--- src/usb_app_pkg.sv ---
// Purpose: Shared constants and types for the application FIFO port
// Assumes: One 250 MHz clock, all port inputs synchronous to it
// Notes: Addresses at 0x80 and above are port decode, below are register file
package usb_app_pkg;

  // Register select decode
  localparam logic [7:0] TX_BASE = 8'h80;
  localparam logic [7:0] RX_BASE = 8'h88;
  localparam logic [7:0] STAT_ADDR = 8'h90;
  localparam logic [7:0] PKT_ADDR = 8'h91;
  localparam logic [7:0] FIFO_NUM8 = 8'h07;

  // Structure sizes
  localparam int FIFO_NUM = 7;
  localparam int PKT_NUM = 4;
  localparam int PTR_W = 9;
  localparam int REGF_AW = 7;
  localparam int REGF_DEPTH = 128;

  // Reset values
  localparam logic [8:0] PTR_RST = 9'h000;
  localparam logic [7:0] DATA_RST = 8'h00;
  localparam logic [6:0] WRB_IDLE = 7'h7F;
  localparam logic [2:0] SEL_RST = 3'h0;
  localparam logic [3:0] PKT_RST = 4'h0;

  // Status byte fields
  localparam int ST_SETUP = 0;
  localparam int ST_ISO = 1;
  localparam int ST_USBRST = 2;
  localparam int ST_EXTPLL = 3;
  localparam int ST_FULL = 4;
  localparam int ST_TEST = 5;

  // SETUP sequence length in bytes
  localparam logic [3:0] SETUP_LEN = 4'h8;

  // Frame-start pulse: two bit times, counted at the mclk rate
  localparam int SOF_BITS = 2;
  localparam int FS_BIT_PS = 83333;
  localparam int LS_BIT_PS = 666667;
  localparam int MCLK_PS = 4000;
  localparam logic [8:0] SOF_FS_CYC = 9'((SOF_BITS * FS_BIT_PS) / MCLK_PS);
  localparam logic [8:0] SOF_LS_CYC = 9'((SOF_BITS * LS_BIT_PS) / MCLK_PS);

  // Byte arriving from the serial engine side toward a receive RAM
  typedef struct packed {
    logic valid;
    logic [2:0] fifo;
    logic [7:0] data;
    logic last;
    logic setup;
    logic iso;
    logic data1;
  } rx_byte_t;

  // Serial engine request for the next transmit byte
  typedef struct packed {
    logic req;
    logic [2:0] fifo;
    logic last;
  } tx_req_t;

  // Pending host read source
  typedef enum logic [1:0] {
    RD_IDLE = 2'b00,
    RD_REGF = 2'b01,
    RD_FIFO = 2'b11,
    RD_STAT = 2'b10
  } rd_kind_t;

endpackage

--- src/usb_app_fifo_port.sv ---
// Purpose: Application parallel port and FIFO RAM sequencing
// Assumes: External RAMs read asynchronously from the shared read pointer
// Notes: One access per strobe falling edge; read data one cycle later, packet-ready and unmapped reads on the access edge itself
`timescale 1ns/100ps
module usb_app_fifo_port (
  // Clocking and reset
  input wire logic mclk,
  input wire logic nrst,
  input wire logic ce,
  input wire logic sysReset,
  // Host parallel port
  input wire logic wrRdSel,
  input wire logic [7:0] registerSelectBus,
  input wire logic [7:0] hostWriteBus,
  input wire logic dataStrobeN,
  output logic [7:0] hostReadBus,
  // Mode inputs
  input wire logic fullSpeed,
  input wire logic extPllSelIn,
  input wire logic testMode,
  // Status toward host
  output logic [3:0] pktRdy,
  output logic setupRdy,
  output logic isoErr,
  output logic validSof,
  output logic usbReset,
  output logic extPllActive,
  output logic loopbackActive,
  // Serial engine side
  input wire usb_app_pkg::rx_byte_t rxIn,
  input wire usb_app_pkg::tx_req_t txReq,
  input wire logic sofDetect,
  input wire logic usbResetIn,
  output logic [7:0] txByte,
  output logic txByteValid,
  // Transmit RAMs
  input wire logic [7:0] trxOutData,
  output logic [7:0] trxInData,
  output logic [2:0] trxSel,
  output logic [8:0] trxWrPtr,
  output logic [8:0] trxRdPtr,
  output logic [6:0] trxWrb,
  // Receive RAMs
  input wire logic [7:0] rcvOutData,
  output logic [7:0] rcvInData,
  output logic [2:0] rcvSel,
  output logic [8:0] rcvWrPtr,
  output logic [8:0] rcvRdPtr,
  output logic [6:0] rcvWrb
);

  // Returns {hit, index} for a seven-entry FIFO window
  function automatic logic [3:0] fifoHit(input logic [7:0] a, input logic [7:0] base);
    logic [7:0] off;
    off = a - base;
    fifoHit = {(a >= base) && (off < usb_app_pkg::FIFO_NUM8), off[2:0]};
  endfunction

  logic rst;
  logic strobePrev_r;
  logic access;
  logic [3:0] txHit;
  logic [3:0] rxHit;
  logic regfHit;
  logic [7:0] regfData;
  usb_app_pkg::rd_kind_t rdKind_r;
  logic [2:0] rdFifo_r;
  logic txLast_r;
  logic [2:0] txFifo_r;
  logic txPend_r;
  usb_app_pkg::rx_byte_t rxSrc;
  logic [8:0] txWp_r [usb_app_pkg::FIFO_NUM];
  logic [8:0] txRp_r [usb_app_pkg::FIFO_NUM];
  logic [8:0] rxWp_r [usb_app_pkg::FIFO_NUM];
  logic [8:0] rxRp_r [usb_app_pkg::FIFO_NUM];
  logic [3:0] setupCnt_r;
  logic [8:0] sofCnt_r;
  logic hostFifoPop;
  logic [7:0] statusByte;

  assign rst = !nrst || sysReset;

  // One access per strobe fall; host keeps bus steady while low
  assign access = !dataStrobeN && strobePrev_r;
  assign txHit = fifoHit(registerSelectBus, usb_app_pkg::TX_BASE);
  assign rxHit = fifoHit(registerSelectBus, usb_app_pkg::RX_BASE);
  assign regfHit = !registerSelectBus[7];
  assign hostFifoPop = (rdKind_r == usb_app_pkg::RD_FIFO);

  // Loopback replaces the serial receive stream with transmit reads
  always_comb begin
    rxSrc = rxIn;
    if (loopbackActive) begin
      rxSrc.valid = txPend_r;
      rxSrc.fifo = txFifo_r;
      rxSrc.data = trxOutData;
      rxSrc.last = txLast_r;
      rxSrc.setup = 1'b0;
      rxSrc.iso = 1'b0;
      rxSrc.data1 = 1'b0;
    end
  end

  always_comb begin
    statusByte = usb_app_pkg::DATA_RST;
    statusByte[usb_app_pkg::ST_SETUP] = setupRdy;
    statusByte[usb_app_pkg::ST_ISO] = isoErr;
    statusByte[usb_app_pkg::ST_USBRST] = usbReset;
    statusByte[usb_app_pkg::ST_EXTPLL] = extPllActive;
    statusByte[usb_app_pkg::ST_FULL] = fullSpeed;
    statusByte[usb_app_pkg::ST_TEST] = loopbackActive;
  end

  reg_file_mem regFile (
    .mclk(mclk),
    .ce(ce),
    .we(access && wrRdSel && regfHit),
    .addr(registerSelectBus[usb_app_pkg::REGF_AW-1:0]),
    .wdata(hostWriteBus),
    .rdata(regfData)
  );

  always_ff @(posedge mclk) begin
    if (rst) begin
      strobePrev_r <= 1'b1;
    end else if (ce) begin
      strobePrev_r <= dataStrobeN;
    end
  end

  // Host read sequencing
  always_ff @(posedge mclk) begin
    if (rst) begin
      rdKind_r <= usb_app_pkg::RD_IDLE;
      rdFifo_r <= usb_app_pkg::SEL_RST;
      rcvSel <= usb_app_pkg::SEL_RST;
      rcvRdPtr <= usb_app_pkg::PTR_RST;
    end else if (ce) begin
      rdKind_r <= usb_app_pkg::RD_IDLE;
      if (access && !wrRdSel) begin
        if (regfHit) begin
          rdKind_r <= usb_app_pkg::RD_REGF;
        end else if (rxHit[3]) begin
          rdKind_r <= usb_app_pkg::RD_FIFO;
          rdFifo_r <= rxHit[2:0];
          rcvSel <= rxHit[2:0];
          rcvRdPtr <= rxRp_r[rxHit[2:0]];
        end else if (registerSelectBus == usb_app_pkg::STAT_ADDR) begin
          rdKind_r <= usb_app_pkg::RD_STAT;
        end else begin
          rdKind_r <= usb_app_pkg::RD_IDLE;
        end
      end
    end
  end

  // Read data stay until the next read; unmapped reads give zero
  always_ff @(posedge mclk) begin
    if (rst) begin
      hostReadBus <= usb_app_pkg::DATA_RST;
    end else if (ce) begin
      case (rdKind_r)
        usb_app_pkg::RD_REGF: hostReadBus <= regfData;
        usb_app_pkg::RD_FIFO: hostReadBus <= rcvOutData;
        usb_app_pkg::RD_STAT: hostReadBus <= statusByte;
        default: begin
          if (access && !wrRdSel) begin
            hostReadBus <= (registerSelectBus == usb_app_pkg::PKT_ADDR) ?
                           {4'h0, pktRdy} : usb_app_pkg::DATA_RST;
          end
        end
      endcase
    end
  end

  // Host writes into the transmit RAMs
  always_ff @(posedge mclk) begin
    if (rst) begin
      trxWrb <= usb_app_pkg::WRB_IDLE;
      trxWrPtr <= usb_app_pkg::PTR_RST;
      trxInData <= usb_app_pkg::DATA_RST;
    end else if (ce) begin
      trxWrb <= usb_app_pkg::WRB_IDLE;
      if (access && wrRdSel && txHit[3]) begin
        trxWrb <= ~(7'h01 << txHit[2:0]);
        trxWrPtr <= txWp_r[txHit[2:0]];
        trxInData <= hostWriteBus;
      end
    end
  end

  // Serial engine reads from the transmit RAMs
  always_ff @(posedge mclk) begin
    if (rst) begin
      trxSel <= usb_app_pkg::SEL_RST;
      trxRdPtr <= usb_app_pkg::PTR_RST;
      txPend_r <= 1'b0;
      txFifo_r <= usb_app_pkg::SEL_RST;
      txLast_r <= 1'b0;
      txByte <= usb_app_pkg::DATA_RST;
      txByteValid <= 1'b0;
    end else if (ce) begin
      txPend_r <= txReq.req;
      txByteValid <= txPend_r;
      if (txReq.req) begin
        trxSel <= txReq.fifo;
        trxRdPtr <= txRp_r[txReq.fifo];
        txFifo_r <= txReq.fifo;
        txLast_r <= txReq.last;
      end
      if (txPend_r) begin
        txByte <= trxOutData;
      end
    end
  end

  // Receive RAM writes from the serial side or the loopback path
  always_ff @(posedge mclk) begin
    if (rst) begin
      rcvWrb <= usb_app_pkg::WRB_IDLE;
      rcvWrPtr <= usb_app_pkg::PTR_RST;
      rcvInData <= usb_app_pkg::DATA_RST;
    end else if (ce) begin
      rcvWrb <= usb_app_pkg::WRB_IDLE;
      if (rxSrc.valid && rxSrc.fifo != 3'h7) begin
        rcvWrb <= ~(7'h01 << rxSrc.fifo);
        rcvWrPtr <= rxWp_r[rxSrc.fifo];
        rcvInData <= rxSrc.data;
      end
    end
  end

  // Per-RAM pointers; pointers wrap at the 9-bit address space
  genvar gi;
  generate
    for (gi = 0; gi < usb_app_pkg::FIFO_NUM; gi++) begin : gPtr
      always_ff @(posedge mclk) begin
        if (rst) begin
          txWp_r[gi] <= usb_app_pkg::PTR_RST;
          txRp_r[gi] <= usb_app_pkg::PTR_RST;
          rxWp_r[gi] <= usb_app_pkg::PTR_RST;
          rxRp_r[gi] <= usb_app_pkg::PTR_RST;
        end else if (ce) begin
          if (access && wrRdSel && txHit[3] && txHit[2:0] == 3'(gi)) begin
            txWp_r[gi] <= txWp_r[gi] + 9'h001;
          end
          if (txReq.req && txReq.fifo == 3'(gi)) begin
            txRp_r[gi] <= txRp_r[gi] + 9'h001;
          end
          if (rxSrc.valid && rxSrc.fifo == 3'(gi)) begin
            rxWp_r[gi] <= rxWp_r[gi] + 9'h001;
          end
          if (hostFifoPop && rdFifo_r == 3'(gi)) begin
            rxRp_r[gi] <= rxRp_r[gi] + 9'h001;
          end
        end
      end
    end

    // Ready on a completed packet, dropped once the host drains it
    for (gi = 0; gi < usb_app_pkg::PKT_NUM; gi++) begin : gPkt
      always_ff @(posedge mclk) begin
        if (rst) begin
          pktRdy[gi] <= 1'b0;
        end else if (ce) begin
          if (rxSrc.valid && rxSrc.last && rxSrc.fifo == 3'(gi)) begin
            pktRdy[gi] <= 1'b1;
          end else if (hostFifoPop && rdFifo_r == 3'(gi) &&
                       rxRp_r[gi] + 9'h001 == rxWp_r[gi]) begin
            pktRdy[gi] <= 1'b0;
          end
        end
      end
    end
  endgenerate

  // SETUP byte counting; any incoming SETUP byte wins over the host's clear
  always_ff @(posedge mclk) begin
    if (rst) begin
      setupCnt_r <= 4'h0;
      setupRdy <= 1'b0;
    end else if (ce) begin
      if (rxSrc.valid && rxSrc.setup) begin
        if (setupCnt_r + 4'h1 == usb_app_pkg::SETUP_LEN) begin
          setupCnt_r <= 4'h0;
          setupRdy <= 1'b1;
        end else begin
          setupCnt_r <= setupCnt_r + 4'h1;
        end
      end else if (hostFifoPop && rdFifo_r == 3'h0) begin
        setupRdy <= 1'b0;
      end
    end
  end

  // Sticky until the status byte is read; a new error wins
  always_ff @(posedge mclk) begin
    if (rst) begin
      isoErr <= 1'b0;
    end else if (ce) begin
      if (rxSrc.valid && rxSrc.iso && rxSrc.data1) begin
        isoErr <= 1'b1;
      end else if (rdKind_r == usb_app_pkg::RD_STAT) begin
        isoErr <= 1'b0;
      end
    end
  end

  // Pulse length follows the selected bus speed
  always_ff @(posedge mclk) begin
    if (rst) begin
      sofCnt_r <= usb_app_pkg::PTR_RST;
      validSof <= 1'b0;
    end else if (ce) begin
      if (sofDetect) begin
        sofCnt_r <= fullSpeed ? usb_app_pkg::SOF_FS_CYC : usb_app_pkg::SOF_LS_CYC;
      end else if (sofCnt_r != usb_app_pkg::PTR_RST) begin
        sofCnt_r <= sofCnt_r - 9'h001;
      end
      validSof <= sofDetect || (sofCnt_r > 9'h001);
    end
  end

  // Mode flags registered; each follows its input one cycle later
  always_ff @(posedge mclk) begin
    if (rst) begin
      usbReset <= 1'b0;
      extPllActive <= 1'b0;
      loopbackActive <= 1'b0;
    end else if (ce) begin
      usbReset <= usbResetIn;
      extPllActive <= extPllSelIn;
      loopbackActive <= testMode;
    end
  end

endmodule

--- src/reg_file_mem.sv ---
// Purpose: Register file storage for the application port
// Assumes: Single port, write and read in the same cycle return old data
// Notes: Read data come out of a register
`timescale 1ns/100ps
module reg_file_mem (
  // Clocking
  input wire logic mclk,
  input wire logic ce,
  // Access
  input wire logic we,
  input wire logic [usb_app_pkg::REGF_AW-1:0] addr,
  input wire logic [7:0] wdata,
  output logic [7:0] rdata
);

  logic [7:0] mem [usb_app_pkg::REGF_DEPTH];

  always_ff @(posedge mclk) begin
    if (ce) begin
      if (we) begin
        mem[addr] <= wdata;
      end
      rdata <= mem[addr];
    end
  end

endmodule

--- config.mk ---
export PLATFORM = sky130hd
export DESIGN_NAME = usb_app_fifo_port
export DESIGN_NICKNAME = d
export VERILOG_FILES = /design/src/usb_app_pkg.sv /design/src/usb_app_fifo_port.sv /design/src/reg_file_mem.sv
export SDC_FILE = /design/constraint.sdc
export NUM_CORES = 2
export LEC_CHECK = 0
export BUFFER_PORTS_ARGS = -buffer_cell sky130_fd_sc_hd__clkbuf_2
export CAP_MARGIN = 15
export CORE_MARGIN = 2
export CORE_UTILIZATION = 45
export CTS_CLUSTER_DIAMETER = 150
export DETAILED_ROUTE_END_ITERATION = 7
export HOLD_SLACK_MARGIN = 0.15
export PLACE_DENSITY = 0.74
export SLEW_MARGIN = 20
export SYNTH_ARGS = -nofsm -noshare
export SYNTH_HDL_FRONTEND = slang
export SYNTH_SLANG_ARGS = --single-unit
--- constraint.sdc ---
create_clock -name mclk -period 2.4 [get_ports mclk]
set_clock_uncertainty 0.1 [all_clocks]
set_input_delay 0.12 -clock mclk [delete_from_list [all_inputs] [get_ports mclk]]
set_output_delay 0.12 -clock mclk [all_outputs]
set_load 0.1 [all_outputs]
==> metrics.txt <==
status=complete, no violations; Async SR Flop Fraction=0%; Max-slew headroom=50.7%; Post-synth EDFFs=about 1.3k; hold path start=hostWriteBus[1]; CP Class=in -> reg; DR vias=around 40k; Hold Fails Final Rpt=0; largest net degree at the start of global routing=130; most common cell after layout, fill and taps aside=edfxtp_1; GRT overflow=0; vias per cell=5.92; drt initial violations=slightly above 5k; r2r worst-path depth=7; # clock sinks=1401; width of the die=369 um; IO Count=between 150 and 200; effective utilization at floorplan=approximately 45%; drt total wl=roughly 160000 um; TritonCTS Buffers=~140; fmax=about 420 MHz; Netlist cell types=75; sw frac=22.4%; worst reg-to-reg setup slack=0.03 ns; final std cells w/o fill=between 6k and 7k; setup TNS=0 ns; worst-skew pair later-pin latency=0.79 ns; total core area=132000 um^2; most frequent cells in the layout=1284 x edfxtp_1, 491 x buf_4, 483 x nor2_1; Root Driver=clkbuf_16; Synth-to-Final Area Change=21.1%; syn_nets=4074; CTS tree=done; nets@finish=~4.8k; r2r endpoint=regFile.rdata[0]$_DFFE_PP_; Post-Route Utilization=55.1%; worst-margin pin slew=about 0.74 ns; initial antenna violation count=2; die height=369 um; unrepaired setup endpoints after global routing=true; layout cells sized above 1=between 20% and 30%; period utilization=approximately 100%; max-cap violations=0; 1st-pass router iterations=6; WP data arrival=around 3.0 ns; pre-CTS WS=-0.470 ns; peak supply drop=0.695 mV; Post-Syn Area=60000 um^2; post-DP HPWL=around 110000 um; most used flip-flop cell after synthesis=edfxtp_1; Critical Path Sink Type=flop; dpl cells=between 6k and 7k; post-layout worst setup margin=between 0.01 and 0.015 ns; vias in the first global route=38.4k; DR WL/cell=~25 um; htree depth=4; flops & latches, synth=~1.4k; GP Congestion=roughly 0.92; Post-DRT Antenna Nets=0; cell area power density=736 nW/um^2; DRC viols=0; hold depth=2; worst path required time=between 3 and 4 ns; startpoint types=input pin; Clk pwr share=between 40% and 50%; Cell Int Power=between 40 and 50 mW; Flop pwr share=about half; Slew Limit Fails=0; wire length of the first global-routing pass=243000 um; post-synthesis cell count=about 4.0k; Row Count=about 130; crit-path max FO=2; min Tclk post-route=~2.4 ns; power share of the combinational group=under 10%; final setup vio count=0; CTS clock-pin slew for the worst setup and hold paths=0.06 ns; P_leak=~25 nW; synth warn=0; Net Switching=approximately 12 mW; CTS max path bufs=3; die area=136000 um^2; worst r2r src=regFile.mem[115][0]$_DFFE_PP_; Syn Area/Cell=between 15 and 20 um^2; post-synthesis sequential area ratio=about two thirds; Post-CTS Setup Inserts=0; Tot GR Track Use=23.8%; Hold Crit Class=in -> reg; Hold Path Sink=regFile.mem[78][1]$_DFFE_PP_; port bufs=162
==> worst max-delay path: stages <==
cell           delay [ns]
dlygate4sd3_1        0.67
clkbuf_2             0.17
dlygate4sd3_1        0.61
nand3_1              0.12
dlygate4sd3_1        0.59
a21oi_1              0.17
dlygate4sd3_1        0.57
==> per-layer routing <==
metal  part of all wire [%]  routed length, um  GRT usage, %
met3                     10              16500          5.28
met2                     48              78700          38.5
met4                    3.8               6160          9.18
met1                     38              62700          31.4
met5                 0.0079                 13             0
==> state kept, by name, summed over array words and instances (netlist names), 63 cells and up <==
register,count
rxRp_r,63
rxWp_r,63
txRp_r,63
regFile.mem,1024
txWp_r,63
==> synthesized netlist by cell type, drive strengths merged (66+ instances only) <==
| cell type | number | area share (%) |
|---|---|---|
| nor2 | 514 | 3.2 |
| buf | 102 | 1.3 |
| nand2 | 302 | 1.9 |
| xor2 | 165 | 2.4 |
| mux4 | 204 | 7.7 |
| a21oi | 93 | 0.78 |
| nand3 | 156 | 1.3 |
| xnor2 | 66 | 0.96 |
| o21ai | 74 | 0.62 |
| mux2i | 240 | 4.0 |
| edfxtp | 1284 | 64 |
| dfxtp | 117 | 3.9 |
| clkbuf | 93 | 0.59 |
==> layout make-up <==
cell class / instances / area, um^2
antenna: 2 / 5.00
clock buffer: 175 / 3870
clock inverter: 79 / 877
fill: 10100 / 59300
inverter: 27 / 101
multi-input combinational: 2347 / 18100
sequential: 1401 / 40900
tap: 1755 / 2200
timing repair buffer: 815 / 6650
==> power by group through the flow <==
stage / logic, mW / clock network (mW) / registers, mW
2_1_floorplan: 1.71 / 0 / 27.7
3_3_place_gp: 3.30 / 0 / 27.7
3_5_place_dp: 3.35 / 0 / 27.7
4_1_cts: 3.52 / 22.9 / 27.2
5_1_grt: 3.79 / 23.8 / 27.2
6_report: 3.60 / 22.7 / 27.2
==> cell families after synthesis <==
group	Yosys count	share of synthesized area [%]
fa+ha+maj	40	0.834
mux	454	11.9
buf+inv	222	2.03
compound gates	422	4.72
flops	1401	68.2
simple gates	1198	8.85
xor+xnor	233	3.45
==> worst max path at each step <==
| stage | to | startpoint | depth (start not counted) |
|---|---|---|---|
| after floorplan | txWp_r[2][0]$_SDFFCE_PN0P_ | registerSelectBus[0] | 6 |
| after global placement | regFile.rdata[0]$_DFFE_PP_ | registerSelectBus[0] | 9 |
| after detailed placement | regFile.rdata[0]$_DFFE_PP_ | registerSelectBus[0] | 9 |
| after CTS | rdKind_r[0]$_SDFFE_PN0P_ | strobePrev_r$_SDFFE_PN1P_ | 5 |
| after global routing | pktRdy[1]$_SDFFE_PN0P_ | loopbackActive$_SDFFE_PN0P_ | 7 |
| final | txByte[7]$_SDFFE_PN0P_ | trxOutData[7] | 7 |
==> metrics by stage <==
step | hold WS, ns | power [mW] | cell area [um^2]
floorplan | 0.119 | 29.4 | 60000
global placement | 0.253 | 31.0 | 66500
detailed placement | 0.266 | 31.0 | 66500
CTS | 0.158 | 53.6 | 72500
global route | 0.182 | 54.8 | 72700
finish | 0.202 | 53.5 | 72700
==> what timing repair did <==
action / 4_1_cts / 5_1_grt
pin swaps: 0 / 1
gates resized for setup: 8 / 40
hold buffers: 125 / 0
endpoints found under the hold margin: 1501 / 0
setup endpoints to repair: 24 / 137
(Power assumes the default switching activity.)
